$ cat src/serial_port_pkg.sv
// shared constants and types for the slave serial read and configuration port
package serial_port_pkg;

  // result word and queue sizing
  localparam int RESULT_WIDTH = 16;
  localparam int FIFO_DEPTH = 32;
  localparam logic [4:0] BITS_PER_WORD = 5'h10;

  // configuration register layout
  localparam int CFG_WIDTH = 9;
  localparam logic [8:0] CFG_RESET = 9'h000;
  localparam logic [8:0] CFG_WRITE_MASK = 9'h1fc;
  localparam logic [3:0] CFG_LAST_EDGE = 4'h8;
  localparam int CFG_START = 8;
  localparam int CFG_BIPOLAR = 7;
  localparam int CFG_WIDE_SPAN = 6;
  localparam int CFG_POWER_DOWN = 5;
  localparam int CFG_LOW_POWER = 4;
  localparam int CFG_FAST = 3;
  localparam int CFG_CODING = 2;

  // positions of the pins inside the synchroniser vector
  localparam int SYNC_WIDTH = 17;
  localparam int SY_SERIAL_DATA_CLOCK = 0;
  localparam int SY_CCLK = 1;
  localparam int SY_CHAIN = 2;
  localparam int SY_CS = 3;
  localparam int SY_RD = 4;
  localparam int SY_SER = 5;
  localparam int SY_EXT = 6;
  localparam int SY_INV = 7;
  localparam int SY_HWSW = 8;
  localparam int SY_CSEL = 9;
  localparam int SY_CDIN = 10;
  localparam int SY_HW_LSB = 11;
  localparam int SY_HW_MSB = 16;

  // readout frame states
  typedef enum logic [1:0] {
    FR_IDLE = 2'b01,
    FR_OPEN = 2'b10
  } frame_state_t;

  // decoded speed modes
  typedef enum logic [2:0] {
    SPEED_NORMAL = 3'b001,
    SPEED_LOW_POWER = 3'b010,
    SPEED_FAST = 3'b100
  } speed_mode_t;

endpackage

$ cat src/word_stream_if.sv
// valid/ready word stream between the port logic and its result queue
`timescale 1ns/1ps
`default_nettype none
interface word_stream_if #(parameter int WIDTH = 16) ();
  logic valid;
  logic ready;
  logic [WIDTH-1:0] data;
  modport source (output valid, output data, input ready);
  modport sink (input valid, input data, output ready);
endinterface // word_stream_if
`default_nettype wire

$ cat src/pin_sync.sv
// two-stage synchroniser with edge detection for a vector of pins
`timescale 1ns/1ps
`default_nettype none
module pin_sync #(
  parameter int WIDTH = 1
) (
  // clock and reset
  input wire logic mclk_i,
  input wire logic sys_rst_i,
  // raw pins and their sampled forms
  input wire logic [WIDTH-1:0] pin_i,
  output logic [WIDTH-1:0] level_o,
  output logic [WIDTH-1:0] rise_o,
  output logic [WIDTH-1:0] fall_o
);
  logic [WIDTH-1:0] meta_q;
  logic [WIDTH-1:0] stable_q;
  logic [WIDTH-1:0] last_q;

  // meta_q feeds only stable_q; edges compare later stages
  always_ff @(posedge mclk_i or posedge sys_rst_i) begin
    if (sys_rst_i) begin
      meta_q <= '0;
      stable_q <= '0;
      last_q <= '0;
    end else begin
      meta_q <= pin_i;
      stable_q <= meta_q;
      last_q <= stable_q;
    end
  end

  // edge pulses last one mclk cycle
  assign level_o = stable_q;
  assign rise_o = stable_q & ~last_q;
  assign fall_o = ~stable_q & last_q;
endmodule // pin_sync
`default_nettype wire

$ cat src/result_fifo.sv
// result queue with valid/ready on both sides
`timescale 1ns/1ps
`default_nettype none
module result_fifo #(
  parameter int WIDTH = 16,
  parameter int DEPTH = 32
) (
  // clock and reset
  input wire logic mclk_i,
  input wire logic sys_rst_i,
  // fill and drain sides
  word_stream_if.sink push,
  word_stream_if.source pop
);
  localparam int AW = $clog2(DEPTH);
  localparam int CW = $clog2(DEPTH + 1);
  localparam logic [CW-1:0] FULL_COUNT = CW'(DEPTH);

  logic [WIDTH-1:0] mem_q [DEPTH];
  logic [AW-1:0] wr_ptr_q, rd_ptr_q;
  logic [CW-1:0] count_q, count_d;
  logic ready_q;
  wire do_push = push.valid & ready_q;
  wire do_pop = pop.ready & (count_q != '0);

  // count moves by at most one per cycle
  assign count_d = count_q + CW'(do_push) - CW'(do_pop);
  assign push.ready = ready_q;
  assign pop.valid = (count_q != '0);
  assign pop.data = mem_q[rd_ptr_q];

  // pointers and registered ready, so a full queue stalls the source
  always_ff @(posedge mclk_i or posedge sys_rst_i) begin
    if (sys_rst_i) begin
      wr_ptr_q <= '0;
      rd_ptr_q <= '0;
      count_q <= '0;
      ready_q <= 1'b1;
    end else begin
      if (do_push) wr_ptr_q <= (wr_ptr_q == AW'(DEPTH - 1)) ? '0 : wr_ptr_q + 1'b1;
      if (do_pop) rd_ptr_q <= (rd_ptr_q == AW'(DEPTH - 1)) ? '0 : rd_ptr_q + 1'b1;
      count_q <= count_d;
      ready_q <= (count_d != FULL_COUNT);
    end
  end

  // storage has no reset
  always_ff @(posedge mclk_i) begin
    if (do_push) mem_q[wr_ptr_q] <= push.data;
  end
endmodule // result_fifo
`default_nettype wire

$ cat src/slave_serial_read_and_config_port.sv
// slave serial result readout with daisy chain and serial configuration port
// What this block does
// - serial and external clock selects high: results shift on the external data clock
// - data clock gated by chip select; shifting only with select and read enable low
// - data clock may idle high or low; no setting needed for idle level
// - after busy falls, new result goes out MSB first over 16 clocks
// - chain input sampled on edge opposite the shift edge, feeding after local LSB
// - read during conversion gives previous result; unfinished read pulses read error
// - read may start after conversion and finish after next one begins
// - hardware modes take range, speed, coding, power down from dedicated pins
// - software configuration mode ignores the dedicated configuration pins
// - configuration port works only with serial selected and software config chosen
// - host selects config port, then clocks data on the clock-inversion-chosen edge
// - config bits enter MSB first from start bit; ninth edge commits settings
// - the two lowest configuration bits are reserved and never written
// - reset clears the configuration register to all zeros
// - bit 7 bipolar, bit 6 ten-volt span select the input range
// - bits 4 and 3 select low power, fast or normal speed
// - bit 5 powers down; port stays usable; writing it low restores operation
// - bit 2 selects twos complement when low, straight binary when high
`timescale 1ns/1ps
`default_nettype none
module slave_serial_read_and_config_port import serial_port_pkg::*; #(
  parameter int QUEUE_DEPTH = FIFO_DEPTH
) (
  // clock and reset
  input wire logic mclk_i,
  input wire logic sys_rst_i,
  // converter core side, same clock
  input wire logic busy_i,
  input wire logic [RESULT_WIDTH-1:0] result_i,
  input wire logic result_valid_i,
  output logic result_ready_o,
  // interface mode straps
  input wire logic serial_not_parallel_select_i,
  input wire logic external_clock_select_i,
  input wire logic clock_invert_i,
  input wire logic hardware_not_software_config_i,
  // serial readout pins
  input wire logic cs_n_i,
  input wire logic rd_n_i,
  input wire logic serial_data_clock_i,
  input wire logic chain_input_i,
  output logic serial_result_out_o,
  output logic serial_result_oe_o,
  output logic read_error_o,
  // serial configuration port pins
  input wire logic config_select_n_i,
  input wire logic config_clock_i,
  input wire logic config_data_in_i,
  // dedicated hardware configuration pins
  input wire logic hw_bipolar_i,
  input wire logic hw_wide_span_i,
  input wire logic hw_power_down_i,
  input wire logic hw_low_power_i,
  input wire logic hw_fast_i,
  input wire logic hw_output_coding_i,
  // settings in force
  output logic range_bipolar_o,
  output logic range_wide_span_o,
  output logic power_down_o,
  output logic [2:0] speed_mode_o,
  output logic output_coding_o
);
  localparam int MSB = RESULT_WIDTH - 1;

  logic [SYNC_WIDTH-1:0] pins_w, lvl_w, rise_w, fall_w;
  frame_state_t state_q, state_d;
  logic [RESULT_WIDTH-1:0] shreg_q, shreg_d, hold_q, hold_d;
  logic [4:0] cnt_q, cnt_d;
  logic loaded_q, loaded_d, during_q, during_d;
  logic chain_q, oe_q, err_q, busy_prev_q;
  logic [CFG_WIDTH-1:0] cfg_q, cfg_shift_q;
  logic [3:0] cfg_cnt_q;
  logic bipolar_q, wide_q, pd_q, coding_q;
  speed_mode_t speed_q;

  word_stream_if #(.WIDTH(RESULT_WIDTH)) push_if ();
  word_stream_if #(.WIDTH(RESULT_WIDTH)) pop_if ();

  // every pin crosses two flops; hardware pins land in config bit order
  assign pins_w = {hw_bipolar_i, hw_wide_span_i, hw_power_down_i, hw_low_power_i, hw_fast_i,
                   hw_output_coding_i, config_data_in_i, config_select_n_i,
                   hardware_not_software_config_i, clock_invert_i, external_clock_select_i,
                   serial_not_parallel_select_i, rd_n_i, cs_n_i, chain_input_i,
                   config_clock_i, serial_data_clock_i};

  pin_sync #(.WIDTH(SYNC_WIDTH)) u_sync (
    .mclk_i(mclk_i),
    .sys_rst_i(sys_rst_i),
    .pin_i(pins_w),
    .level_o(lvl_w),
    .rise_o(rise_w),
    .fall_o(fall_w)
  );

  // results queue up so a slow reader can span the next conversion
  assign push_if.valid = result_valid_i;
  assign push_if.data = result_i;
  assign result_ready_o = push_if.ready;

  result_fifo #(.WIDTH(RESULT_WIDTH), .DEPTH(QUEUE_DEPTH)) u_fifo (
    .mclk_i(mclk_i),
    .sys_rst_i(sys_rst_i),
    .push(push_if.sink),
    .pop(pop_if.source)
  );

  // readout enables and data clock edges
  wire serial_w = lvl_w[SY_SER];
  wire ext_mode_w = serial_w & lvl_w[SY_EXT];
  wire frame_en_w = ext_mode_w & ~lvl_w[SY_CS] & ~lvl_w[SY_RD];
  // edges only, never levels, so either idle level works
  wire shift_edge_w = lvl_w[SY_INV] ? fall_w[SY_SERIAL_DATA_CLOCK] : rise_w[SY_SERIAL_DATA_CLOCK];
  wire sample_edge_w = lvl_w[SY_INV] ? rise_w[SY_SERIAL_DATA_CLOCK] : fall_w[SY_SERIAL_DATA_CLOCK];
  wire busy_fall_w = busy_prev_q & ~busy_i;

  // configuration port enables and source selection
  wire sw_mode_w = serial_w & ~lvl_w[SY_HWSW];
  wire cfg_edge_w = lvl_w[SY_INV] ? fall_w[SY_CCLK] : rise_w[SY_CCLK];
  wire cfg_clk_w = sw_mode_w & ~lvl_w[SY_CSEL] & cfg_edge_w;
  wire [CFG_WIDTH-1:0] hw_cfg_w = {1'b0, lvl_w[SY_HW_MSB:SY_HW_LSB], 2'b00};
  wire [CFG_WIDTH-1:0] eff_cfg_w = sw_mode_w ? cfg_q : hw_cfg_w;
  wire [CFG_WIDTH-1:0] commit_w = {cfg_shift_q[CFG_WIDTH-2:0], lvl_w[SY_CDIN]} & CFG_WRITE_MASK;

  // straight binary is twos complement with the sign bit flipped
  wire [RESULT_WIDTH-1:0] coded_w = {pop_if.data[MSB] ^ eff_cfg_w[CFG_CODING],
                                     pop_if.data[MSB-1:0]};
  wire load_w = (state_q == FR_IDLE) & ~loaded_q & pop_if.valid;
  assign pop_if.ready = load_w;

  // speed decode: unequal bits pick a mode, equal bits mean normal
  wire low_sel_w = eff_cfg_w[CFG_LOW_POWER] & ~eff_cfg_w[CFG_FAST];
  wire fast_sel_w = ~eff_cfg_w[CFG_LOW_POWER] & eff_cfg_w[CFG_FAST];
  wire [2:0] speed_w = low_sel_w ? SPEED_LOW_POWER : (fast_sel_w ? SPEED_FAST : SPEED_NORMAL);

  // frame sequencing and output shifter
  always_comb begin
    state_d = state_q;
    shreg_d = shreg_q;
    hold_d = hold_q;
    cnt_d = cnt_q;
    loaded_d = loaded_q;
    during_d = during_q;
    unique case (state_q)
      FR_IDLE: begin
        if (load_w) begin
          shreg_d = coded_w;
          hold_d = coded_w;
          loaded_d = 1'b1;
        end
        if (frame_en_w) begin
          state_d = FR_OPEN;
          cnt_d = 5'h00;
          during_d = busy_i;
        end
      end
      FR_OPEN: begin
        if (!frame_en_w) begin
          state_d = FR_IDLE;
          // a partial read keeps the word for the next frame
          if (cnt_q >= BITS_PER_WORD) begin
            loaded_d = 1'b0;
          end else begin
            shreg_d = hold_q;
          end
        end else if (shift_edge_w) begin
          // past 16 bits the upstream chain data follows
          shreg_d = {shreg_q[MSB-1:0], chain_q};
          if (cnt_q < BITS_PER_WORD) cnt_d = cnt_q + 5'h01;
        end
      end
      default: state_d = FR_IDLE;
    endcase
    if (busy_fall_w) during_d = 1'b0;
  end

  // frame registers
  always_ff @(posedge mclk_i or posedge sys_rst_i) begin
    if (sys_rst_i) begin
      state_q <= FR_IDLE;
      shreg_q <= '0;
      hold_q <= '0;
      cnt_q <= 5'h00;
      loaded_q <= 1'b0;
      during_q <= 1'b0;
    end else begin
      state_q <= state_d;
      shreg_q <= shreg_d;
      hold_q <= hold_d;
      cnt_q <= cnt_d;
      loaded_q <= loaded_d;
      during_q <= during_d;
    end
  end

  // chain input caught on the edge opposite the shift edge; while idle it follows the pin,
  // since the upstream MSB already stands there before the first shift edge of a frame
  wire chain_take_w = (state_q == FR_IDLE) | (frame_en_w & sample_edge_w);
  always_ff @(posedge mclk_i or posedge sys_rst_i) begin
    if (sys_rst_i) begin
      chain_q <= 1'b0;
    end else if (chain_take_w) begin
      chain_q <= lvl_w[SY_CHAIN];
    end
  end

  // output enable, busy edge and read error pulse
  always_ff @(posedge mclk_i or posedge sys_rst_i) begin
    if (sys_rst_i) begin
      oe_q <= 1'b0;
      err_q <= 1'b0;
      busy_prev_q <= 1'b0;
    end else begin
      oe_q <= (state_d == FR_OPEN);
      err_q <= busy_fall_w & during_q & (cnt_q < BITS_PER_WORD);
      busy_prev_q <= busy_i;
    end
  end

  // configuration shift register; power down never blocks it
  always_ff @(posedge mclk_i or posedge sys_rst_i) begin
    if (sys_rst_i) begin
      cfg_q <= CFG_RESET;
      cfg_shift_q <= CFG_RESET;
      cfg_cnt_q <= 4'h0;
    end else if (!sw_mode_w || lvl_w[SY_CSEL]) begin
      cfg_cnt_q <= 4'h0;
    end else if (cfg_clk_w) begin
      cfg_shift_q <= {cfg_shift_q[CFG_WIDTH-2:0], lvl_w[SY_CDIN]};
      if (cfg_cnt_q == CFG_LAST_EDGE) begin
        cfg_q <= commit_w;
        cfg_cnt_q <= 4'h0;
      end else begin
        cfg_cnt_q <= cfg_cnt_q + 4'h1;
      end
    end
  end

  // settings in force, registered for the analog side
  always_ff @(posedge mclk_i or posedge sys_rst_i) begin
    if (sys_rst_i) begin
      bipolar_q <= 1'b0;
      wide_q <= 1'b0;
      pd_q <= 1'b0;
      coding_q <= 1'b0;
      speed_q <= SPEED_NORMAL;
    end else begin
      bipolar_q <= eff_cfg_w[CFG_BIPOLAR];
      wide_q <= eff_cfg_w[CFG_WIDE_SPAN];
      pd_q <= eff_cfg_w[CFG_POWER_DOWN];
      coding_q <= eff_cfg_w[CFG_CODING];
      speed_q <= speed_mode_t'(speed_w);
    end
  end

  assign serial_result_out_o = shreg_q[MSB];
  assign serial_result_oe_o = oe_q;
  assign read_error_o = err_q;
  assign range_bipolar_o = bipolar_q;
  assign range_wide_span_o = wide_q;
  assign power_down_o = pd_q;
  assign output_coding_o = coding_q;
  assign speed_mode_o = speed_q;

  // checks
  closed_quiet_a: assert property (@(posedge mclk_i) disable iff (sys_rst_i)
    !frame_en_w |=> !serial_result_oe_o)
    else $error("output driven while select or read enable high");
  shift_cause_a: assert property (@(posedge mclk_i) disable iff (sys_rst_i)
    ($changed(cnt_q) && cnt_q != 5'h00) |-> $past(frame_en_w) && $past(shift_edge_w))
    else $error("bit count moved without a gated clock edge");
  msb_first_a: assert property (@(posedge mclk_i) disable iff (sys_rst_i)
    ($rose(serial_result_oe_o) && loaded_q) |-> serial_result_out_o == hold_q[MSB])
    else $error("frame did not open on the result MSB");
  chain_follow_a: assert property (@(posedge mclk_i) disable iff (sys_rst_i)
    (state_q == FR_OPEN && frame_en_w && shift_edge_w) |=> shreg_q[0] == $past(chain_q))
    else $error("chain bit not shifted in behind local data");
  error_pulse_a: assert property (@(posedge mclk_i) disable iff (sys_rst_i)
    read_error_o |=> !read_error_o)
    else $error("read error longer than one cycle");
  error_cause_a: assert property (@(posedge mclk_i) disable iff (sys_rst_i)
    read_error_o |-> $past(busy_i, 2) && !$past(busy_i))
    else $error("read error without end of conversion");
  cfg_commit_a: assert property (@(posedge mclk_i) disable iff (sys_rst_i)
    (cfg_clk_w && cfg_cnt_q == CFG_LAST_EDGE) |=> cfg_q == $past(commit_w))
    else $error("ninth config edge did not commit");
  reserved_zero_a: assert property (@(posedge mclk_i) disable iff (sys_rst_i)
    cfg_q[1:0] == 2'b00)
    else $error("reserved config bits written");
  sw_power_a: assert property (@(posedge mclk_i) disable iff (sys_rst_i)
    sw_mode_w |=> power_down_o == $past(cfg_q[CFG_POWER_DOWN]))
    else $error("power down not taken from config register");
  speed_map_a: assert property (@(posedge mclk_i) disable iff (sys_rst_i)
    low_sel_w |=> speed_mode_o == SPEED_LOW_POWER)
    else $error("low power speed not decoded");
endmodule // slave_serial_read_and_config_port
`default_nettype wire

$ cat config.mk
export PLATFORM = sky130hd
export DESIGN_NAME = slave_serial_read_and_config_port
export DESIGN_NICKNAME = d
export VERILOG_FILES = /design/src/serial_port_pkg.sv /design/src/word_stream_if.sv /design/src/pin_sync.sv /design/src/result_fifo.sv /design/src/slave_serial_read_and_config_port.sv
export SDC_FILE = /design/constraint.sdc
export NUM_CORES = 1
export LEC_CHECK = 0
export BUFFER_PORTS_ARGS = -buffer_cell sky130_fd_sc_hd__buf_2
export CAP_MARGIN = 40
export CORE_MARGIN = 1
export CORE_UTILIZATION = 55
export CTS_BUF_LIST = sky130_fd_sc_hd__clkbuf_4
export DETAILED_ROUTE_END_ITERATION = 8
export GPL_ROUTABILITY_DRIVEN = 1
export MAX_ROUTING_LAYER = met4
export PLACE_DENSITY_LB_ADDON = 0.2
export SLEW_MARGIN = 5
export SYNTH_ARGS = -nofsm -noshare
export SYNTH_HDL_FRONTEND = slang
export SYNTH_SLANG_ARGS = --single-unit
export TNS_END_PERCENT = 30
$ cat constraint.sdc
create_clock -name mclk_i -period 4.02 [get_ports mclk_i]
set_clock_uncertainty 0.05 [all_clocks]
set_input_delay 0 -clock mclk_i [delete_from_list [all_inputs] [get_ports mclk_i]]
set_output_delay 0 -clock mclk_i [all_outputs]
set_load 0.01 [all_outputs]
### After elaboration in Yosys (flattened, before gate mapping)

Memories as Yosys holds them, arrays and structs flattened.
Cells that the tools add are included.

| word-level totals | value |
|---|---|
| register bits | 122 |
| RAM bits | 512 |
| bits of input ports | 37 |
| output and inout bits | 11 |
| word-level logic and storage cells | 128 |
| memories | 1 |

| cells by class | value |
|---|---|
| add/subtract/negate cells | 6 |
| order comparisons | 2 |
| eq/ne operators | 16 |
| multiplexer cells | 33 |
| bitwise operators | 31 |
| reductions and logical operators | 14 |

Memories:

| memory | depth | bits a word | read ports | clocked after memory_dff | write ports | line | source |
|---|---|---|---|---|---|---|---|
| u_fifo.mem_q | 32 | 16 | 1 | 0 | 1 | result_fifo.sv:19 | `logic [WIDTH-1:0] mem_q [DEPTH];` |

Operators by type and width:

| cell | count |
|---|---|
| 16-bit two-way mux | 4 |
| 16-bit one-hot mux with 2 select lines | 1 |
| 5-bit two-way mux | 6 |
| 1-bit AND | 16 |
| 5-bit by 1-bit adder with 5-bit output, second input constant | 3 |
| 4-bit two-way mux | 3 |
| 2-bit != test, second input constant | 6 |
| 1-bit two-way mux | 11 |
| 5-bit equality test, second input constant | 2 |
| 5-bit one-hot mux with 2 select lines | 1 |
| 1-bit NOT | 9 |
| 8-bit two-way mux | 1 |
| 4-bit AND reduction | 2 |
| 2-bit nonzero test | 4 |
| 6-bit by 1-bit adder with 6-bit output | 1 |
| 3-bit two-way mux | 2 |
| 3-bit != test, second input constant | 2 |
| 6-bit != test, second input constant | 1 |
| 2-bit AND reduction | 3 |
| 6-bit nonzero test | 1 |
| 6-bit by 1-bit subtractor with 6-bit output | 1 |
| 5-bit >= comparator, second input constant | 1 |
| 5-bit < comparator, second input constant | 1 |
| 5-bit AND reduction | 1 |
| other kinds (15) | 19 |

### Longest topological paths before layout

Gate-level depths: netlist (run 1).

| depth | value |
|---|---|
| word-level depth | 7 |
| mapped depth | 17 |
| mapped depth without buffers | 15 |

### Cells and area by module

From an unflattened synthesis (run 1), not the netlist that was laid out.

| second synthesis, totals | value |
|---|---|
| cells, all modules | 1485 |
| area, all modules | 25697.1 um2 |

Modules (own cells, without submodules):

| module | times used | cells each | area each (um2) | seq. area each (um2) |
|---|---|---|---|---|
| result_fifo | 1 | 1107 | 20867.5 | 15801.4 |
| slave_serial_read_and_config_port | 1 | 292 | 3251.9 | 1729.2 |
| pin_sync | 1 | 86 | 1577.8 | 1276.2 |

### Worst setup path before layout (run 1)

Ideal clock, no wire load.

| timing | value |
|---|---|
| path type | register -> register |
| start point | register state_q[0] |
| end point | register u_fifo.ready_q, in the netlist u_fifo.push.ready |
| setup time | 0.090 ns |
| arrival | 3.182 ns |
| data required time | 3.880 ns |
| setup slack | 0.698 ns |
| stages on the path, launching flop included | 17 |
| buffers on the path | 2 |
| clock period less this slack | 3.322 ns |
| cells stage by stage | dfstp_2 > ha_1 > nand2b_1 > a41oi_1 > clkbuf_1 > clkbuf_1 > ha_1 > inv_1 > ha_1 > inv_1 > fa_1 > inv_1 > a21oi_1 > nor2_1 > nor2_1 > xnor2_1 > nand4bb_1 |

| on the way | value |
|---|---|
| longest elaborated chain between the ends | 6 |

Ends and longest elaborated chain:

| item | line | source |
|---|---|---|
| start, declared | slave_serial_read_and_config_port.sv:68 | `frame_state_t state_q, state_d;` |
| start signal, assigned | slave_serial_read_and_config_port.sv:188 | `state_q <= state_d;` |
| 2-bit by 1-bit equality test with 1-bit output | slave_serial_read_and_config_port.sv:129 | `wire load_w = (state_q == FR_IDLE) & ~loaded_q & pop_if.valid;` |
| 1-bit AND (2 in a row) | slave_serial_read_and_config_port.sv:129 |  |
| 1-bit AND | result_fifo.sv:24 | `wire do_pop = pop.ready & (count_q != '0);` |
| named net u_fifo.do_pop | result_fifo.sv:24 |  |
| 6-bit by 1-bit subtractor with 6-bit output | result_fifo.sv:27 | `assign count_d = count_q + CW'(do_push) - CW'(do_pop);` |
| named net u_fifo.count_d[4] | result_fifo.sv:21 | `logic [CW-1:0] count_q, count_d;` |
| 6-bit != test | result_fifo.sv:43 | `ready_q <= (count_d != FULL_COUNT);` |
| end signal, assigned | result_fifo.sv:43 |  |
| end, declared | result_fifo.sv:22 | `logic ready_q;` |

The timed path passes the listed nets, and every way through them passes these cells.
A chain may end at the register's enable or synchronous reset.

### Worst setup path in the final report (run 1)

| timing | value |
|---|---|
| start point | register state_q[0] |
| end point | register u_fifo.ready_q, in the netlist u_fifo.push.ready |

| on the way | value |
|---|---|
| longest elaborated chain between the ends | 6 |

Ends and longest elaborated chain:

| item | line |
|---|---|
| 2-bit by 1-bit equality test with 1-bit output | slave_serial_read_and_config_port.sv:129 |
| 1-bit AND (2 in a row) | slave_serial_read_and_config_port.sv:129 |
| 1-bit AND | result_fifo.sv:24 |
| 6-bit by 1-bit subtractor with 6-bit output | result_fifo.sv:27 |
| named net u_fifo.count_d[4] | result_fifo.sv:21 |
| 6-bit != test | result_fifo.sv:43 |

The timed path passes the listed nets, and every way through them passes these cells.

==> flow_summary.json, run 1 <==
{
  "synth_edf_count": 512,
  "via_per_inst": 5.73,
  "place_inst": 1886,
  "drv_slew": 0,
  "postCtsResizedCells": 0,
  "cp-end-kind": "flop",
  "max-vdd-ir-drop_uv": 353,
  "drtIter0Drc": 1352,
  "initial_core_util_pct": 55.6,
  "synth_largest_area_cell": "edfxtp_1",
  "cts_buffers": 159,
  "ios": 48,
  "drive_gt1_share_pct": 35.6,
  "ant_nets": 0,
  "final_cell_count_no_fill": 2262,
  "power.density_nw_per_um2": 509,
  "fp.dieH_um": 213,
  "synthTopCellsByArea": "edfxtp_1, mux4_2, dfrtp_1",
  "yosysMostFrequentCell": "edfxtp_1",
  "row_count": 77,
  "rsz0062_at_grt": "no",
  "htree_num_levels": 4,
  "cts.path.max_buffers": 3,
  "fin_crit_ns": 2.86,
  "io_buffer_count": 47,
  "synthTopCellsByCount": "edfxtp_1, mux4_2, dfrtp_1",
  "finalCritPeriodShare_pct": 71.1,
  "fin_ws_ns": 1.16,
  "die_x_um": 213,
  "die_area_sq_um": 45400,
  "grt_first_pass_wirelength_um": 80500,
  "fillerInstances": 3087,
  "grtUsageTotal_pct": 25.9,
  "synthFlopType": "edfxtp_1",
  "grt_max_degree": 64,
  "wl_per_cell_um": 23.8,
  "critPathKind": "flop to flop",
  "r2r_setup_slack_ns": 1.16,
  "tns_ns": 0,
  "synth_cell_types": 44,
  "worstSkewPairLatency_ns": 0.98,
  "cts_sinks": 634,
  "grt_pass1_vias": 13700,
  "status": "completed",
  "hold_buffers": 75,
  "finalHoldViolations": 0,
  "antenna_found_initial": 2,
  "syn_nets": 1317,
  "seq_area_frac_synth_pct": 75.1,
  "netlist.area_leader.share_pct": 62.7,
  "yosys_warnings": 0,
  "firstDrtPassIters": 7,
  "hpwlAfterDp_um": 28900,
  "hp-class": "input pin to flop",
  "drc_errors": 0,
  "fmax_ghz": 0.350,
  "cts_tree": "done",
  "path_max_fanout": 8,
  "grt_overflow": 0,
  "drv_cap": 0,
  "synth.avg_cell_area_sq_um": 19.5,
  "wirelength_um": 53800,
  "syn_to_final_growth_pct": 17.4,
  "worstMarginPinSlew_ns": 0.844,
  "ys_ff_latch": 634,
  "nets": 1598,
  "coreArea_sq_um": 44100,
  "synthArstFlopShare_pct": 19.2,
  "cp.required_ns": 4.84,
  "cts_root_buf": "clkbuf_4",
  "power_leakage_nw": 10.2,
  "gp_congestion": 0.807,
  "cp-start-kind": "flop",
  "arrival_ns": 3.68,
  "setup_viol": 0,
  "relSlewSlack_pct": 43.7,
  "crit_start": "state_q[0]",
  "vias": 13000,
  "syn_area_sq_um": 24500,
  "path_clk_slew_ns": 0.07,
  "pre_cts_slack_ns": 1.17,
  "synth_cells": 1257,
  "postCtsSetupBuffers": 0,
  "holdCritStartpoint": "result_i[0]",
  "rr_startpoint": "state_q[0]"
}
## state kept, by name, indices dropped and copies added (netlist names), 2 cells and up
name and cells:
speed_mode_o 3, u_fifo.mem_q 512, cnt_q 5, u_fifo.rd_ptr_q 5
hold_q 16, shreg_q 16, state_q 2, u_sync.last_q 2
u_sync.level_o 17, cfg_cnt_q 4, u_sync.meta_q 17, u_fifo.wr_ptr_q 5
cfg_q 6, u_fifo.count_q 6, cfg_shift_q 7
## layout by cell type (no fill, tap or decap), types with 6 or more instances in the layout
cell,instances
nor2_2,24
clkinv_1,22
edfxtp_1,512
clkbuf_4,257
buf_4,45
nand3b_1,6
a31oi_1,17
nand2_1,112
nor2_1,41
nand2b_1,7
inv_1,22
nand3_1,22
mux4_2,160
mux2_2,21
buf_2,47
ha_1,22
dfrtp_1,115
a21oi_1,13
dlygate4sd3_1,75
buf_8,7
o21ai_0,48
## final cells by class
class / instances / area, sq um / area share [%]
Tap cell: 592 / 741 / 2.57
Clock inverter: 31 / 183 / 0.634
Clock buffer: 257 / 1930 / 6.70
Multi-Input combinational cell: 538 / 5860 / 20.3
Antenna cell: 5 / 12.5 / 0.0434
Timing Repair Buffer: 180 / 1540 / 5.35
Sequential cell: 634 / 18400 / 64.0
Inverter: 25 / 96.3 / 0.335
## cell families after synthesis
kind of cell             Yosys count  share of synthesized area (%)
XOR/XNOR                           7                          0.250
AND/OR/NAND/NOR                  234                           4.21
flip-flops                       634                           75.1
adder cells (fa/ha/maj)           23                           1.20
AO/OA/AOI/OAI                     88                           1.95
buffers and inverters             85                           1.39
multiplexers                     186                           15.9
## per-stage QoR
stage | util [%] | hold WS [ns] | instance area [sq um] | power, W
after floorplan | - | -0.0186 | 24500 | 0.00864
after global placement | 58.5 | 0.0212 | 25800 | 0.00915
after detailed placement | 58.5 | 0.0265 | 25800 | 0.00921
after CTS | 65.0 | 0.00225 | 28700 | 0.0148
after global routing | 65.3 | 0.0345 | 28800 | 0.0153
final | 65.3 | 0.0939 | 28800 | 0.0147
## routing by layer
metal / global-route usage (%) / up-vias / share of wire (%) / wire length, um
met3: 6.77 / 129 / 6.4 / 3430
met2: 38.8 / 489 / 49 / 26400
met1: 33.3 / 6674 / 41 / 22200
met5: - / - / 0 / 0
met4: 13.0 / 0 / 3.4 / 1850
li1: - / 5675 / - / -
## final timing paths
check,endpoint,depth (start not counted)
setup / recovery,u_fifo.push.ready,14
hold / removal,u_fifo.mem_q[26][0],2
setup reg to reg,u_fifo.push.ready,14
hold reg to reg,u_sync.level_o[13],0
max in group asynchronous,u_fifo.rd_ptr_q[1],5
min in group asynchronous,cfg_shift_q[4],4
## power breakdown
| group | switching, W | total, W | internal (W) | leakage (nW) |
|---|---|---|---|---|
| clock | 0.00251 | 0.00552 | 0.00301 | 1.27 |
| combinational | 0.000840 | 0.00134 | 0.000504 | 2.87 |
| sequential | 0.000215 | 0.00781 | 0.00759 | 6.10 |
## critical path, stage by stage, from the launching register on
cell,delay [ns]
dfstp_2,0.56
ha_1,0.32
nand2b_1,0.14
a41oi_4,0.20
ha_1,0.26
inv_1,0.06
ha_1,0.15
inv_1,0.06
fa_1,0.42
inv_1,0.07
a21oi_1,0.06
nor2_1,0.08
nor2_1,0.05
xnor2_1,0.12
nand4bb_1,0.17
Power figures use the tool's default switching activity.
==> run 2: changes to the inputs <==
==> constraint.sdc (replaced) <==
create_clock -name mclk_i -period 2.9 [get_ports mclk_i]
set_clock_uncertainty 0.05 [all_clocks]
set_input_delay 0 -clock mclk_i [delete_from_list [all_inputs] [get_ports mclk_i]]
set_output_delay 0 -clock mclk_i [all_outputs]
set_load 0.01 [all_outputs]
==> run 2 against run 1 <==
Net effect: sequential share of layout area down 0.55 points; first-iteration DRC count down 7.8%; count of clock-buffer cells in the layout down 20; largest power group unchanged.
==> flow_summary.json, run 2 (synthesized netlist as in run 1, its figures left out) <==
{
  "status": "completed",
  "antenna_found_initial": 2,
  "power_leakage_nw": 10.4,
  "cp-start-kind": "flop",
  "wl_per_cell_um": 23.7,
  "critPathMostFrequentCell": "ha_1",
  "cts_sinks": 634,
  "hp-class": "input pin to flop",
  "firstDrtPassIters": 6,
  "place_area_sq_um": 26100,
  "design_area_sq_um": 29000,
  "critPathKind": "flop to flop",
  "fin_crit_ns": 2.71,
  "cts.path.max_buffers": 3,
  "worstMarginPinSlew_ns": 0.983,
  "grt_max_degree": 70,
  "final_util_pct": 65.8,
  "die_x_um": 213,
  "row_count": 77,
  "cpMaxStageDelayCell": "dfstp_2",
  "ios": 48,
  "coreArea_sq_um": 44100,
  "tns_ns": 0,
  "drv_slew": 0,
  "fmax_ghz": 0.369,
  "syn_to_final_growth_pct": 18.4,
  "slowest_delay_ns": 0.56,
  "grtUsageTotal_pct": 26.1,
  "cp-end-kind": "flop",
  "grt_pass1_vias": 13700,
  "initial_core_util_pct": 55.6,
  "ant_nets": 0,
  "fp.dieH_um": 213,
  "hpwlAfterDp_um": 30500,
  "nets": 1634,
  "die_area_sq_um": 45400,
  "final_common_cell": "edfxtp_1",
  "drc_errors": 0,
  "crit_chain": "ha_1, nand2b_1, a41oi_4, ha_1, inv_1, ha_1, a21o_1, a21oi_1, o21bai_1, a21oi_1, xor2_1, nand4bb_1",
  "gp_congestion": 0.801,
  "holdWs_ns": 0.152,
  "final_cell_mix": "edfxtp_1, clkbuf_4, mux4_2, dfrtp_1, nand2_1",
  "cts_tree": "done",
  "htree_num_levels": 4,
  "top_register": "u_fifo.mem_q",
  "finalHoldViolations": 0,
  "worstSkewPairLatency_ns": 0.93,
  "arrival_ns": 3.50,
  "grt_overflow": 0,
  "grt_first_pass_wirelength_um": 81100,
  "via_per_inst": 5.72,
  "finalPower_w": 0.0202,
  "drtIter0Drc": 1247,
  "cts_buffers": 161,
  "worstPathBufferInverterCount": 1,
  "largest_reg_flops": 512,
  "io_buffer_count": 47,
  "wirelength_um": 53900,
  "drv_cap": 0,
  "setup_viol": 0,
  "power.density_nw_per_um2": 695,
  "rsz0062_at_grt": "no",
  "finalCritPeriodShare_pct": 93.6,
  "vias": 13000,
  "cts_root_buf": "clkbuf_4",
  "crit_family": "compound AO/OA/AOI/OAI gates",
  "path_max_fanout": 4,
  "cp.required_ns": 3.69,
  "path_clk_slew_ns": 0.07,
  "drive_gt1_share_pct": 36.0,
  "relSlewSlack_pct": 34.2,
  "max-vdd-ir-drop_uv": 503
}
-- run 2: cell count changes in the layout (fill, tap and decap cells not counted), sizes merged, moves of 3 or more --
cell         previous run  this run
clkinv                 24        27
buf                   105       134
dlygate4sd3            75        80
clkbuf                257       237
diode                   5         2
-- run 2: routing by layer --
| metal | wire (um) | track usage (%) | vias to the layer above |
|---|---|---|---|
| met1 | 21800 | 32.8 | 6766 |
| met3 | 3640 | 6.53 | 69 |
| met4 | 818 | 9.11 | 0 |
| met2 | 27600 | 41.6 | 484 |
| li1 | - | - | 5722 |
| met5 | 0 | - | - |
-- run 2: cell type report --
cell class | count | area, sq um
well taps | 592 | 741
flip-flops and latches | 634 | 18400
multi-input cells | 538 | 5860
repair buffers | 214 | 1900
fillers | 3092 | 15100
inverters | 25 | 97.6
diodes | 2 | 5.00
clock buffers | 237 | 1780
clock inverters | 37 | 226
-- run 2: worst paths after layout --
| path | from | cells past startpoint | to | slack (ns) |
|---|---|---|---|---|
| worst max-delay path | state_q[0] | 12 | u_fifo.push.ready | 0.19 |
| worst min-delay path | result_i[0] | 2 | u_fifo.mem_q[4][0] | 0.15 |
| worst max register to register | state_q[0] | 12 | u_fifo.push.ready | 0.19 |
| worst min register to register | u_sync.meta_q[10] | 0 | u_sync.level_o[10] | 0.29 |
| max in group asynchronous | sys_rst_i | 5 | u_fifo.count_q[4] | 1.68 |
| min in group asynchronous | sys_rst_i | 4 | u_fifo.push.ready | 0.25 |
-- run 2: repair_timing --
item	4_1_cts	5_1_grt
resized for setup	0	1
endpoints found under the hold margin	661	0
hold buffers	80	0
setup endpoints to repair	0	1
buffers inserted	0	1
-- run 2: power by group --
| group | switching [W] | internal, W |
|---|---|---|
| registers | 0.000293 | 0.0105 |
| clock network | 0.00343 | 0.00398 |
| logic | 0.00119 | 0.000764 |
| total | 0.00491 | 0.0153 |
-- run 2: through the flow --
step | setup slack (ns) | std cells
floorplan | -0.349 | 1257
global placement | 0.240 | 1914
detailed placement | 0.231 | 1915
CTS | 0.195 | 2269
global route | 0.0103 | 2279
finish | 0.187 | 2279
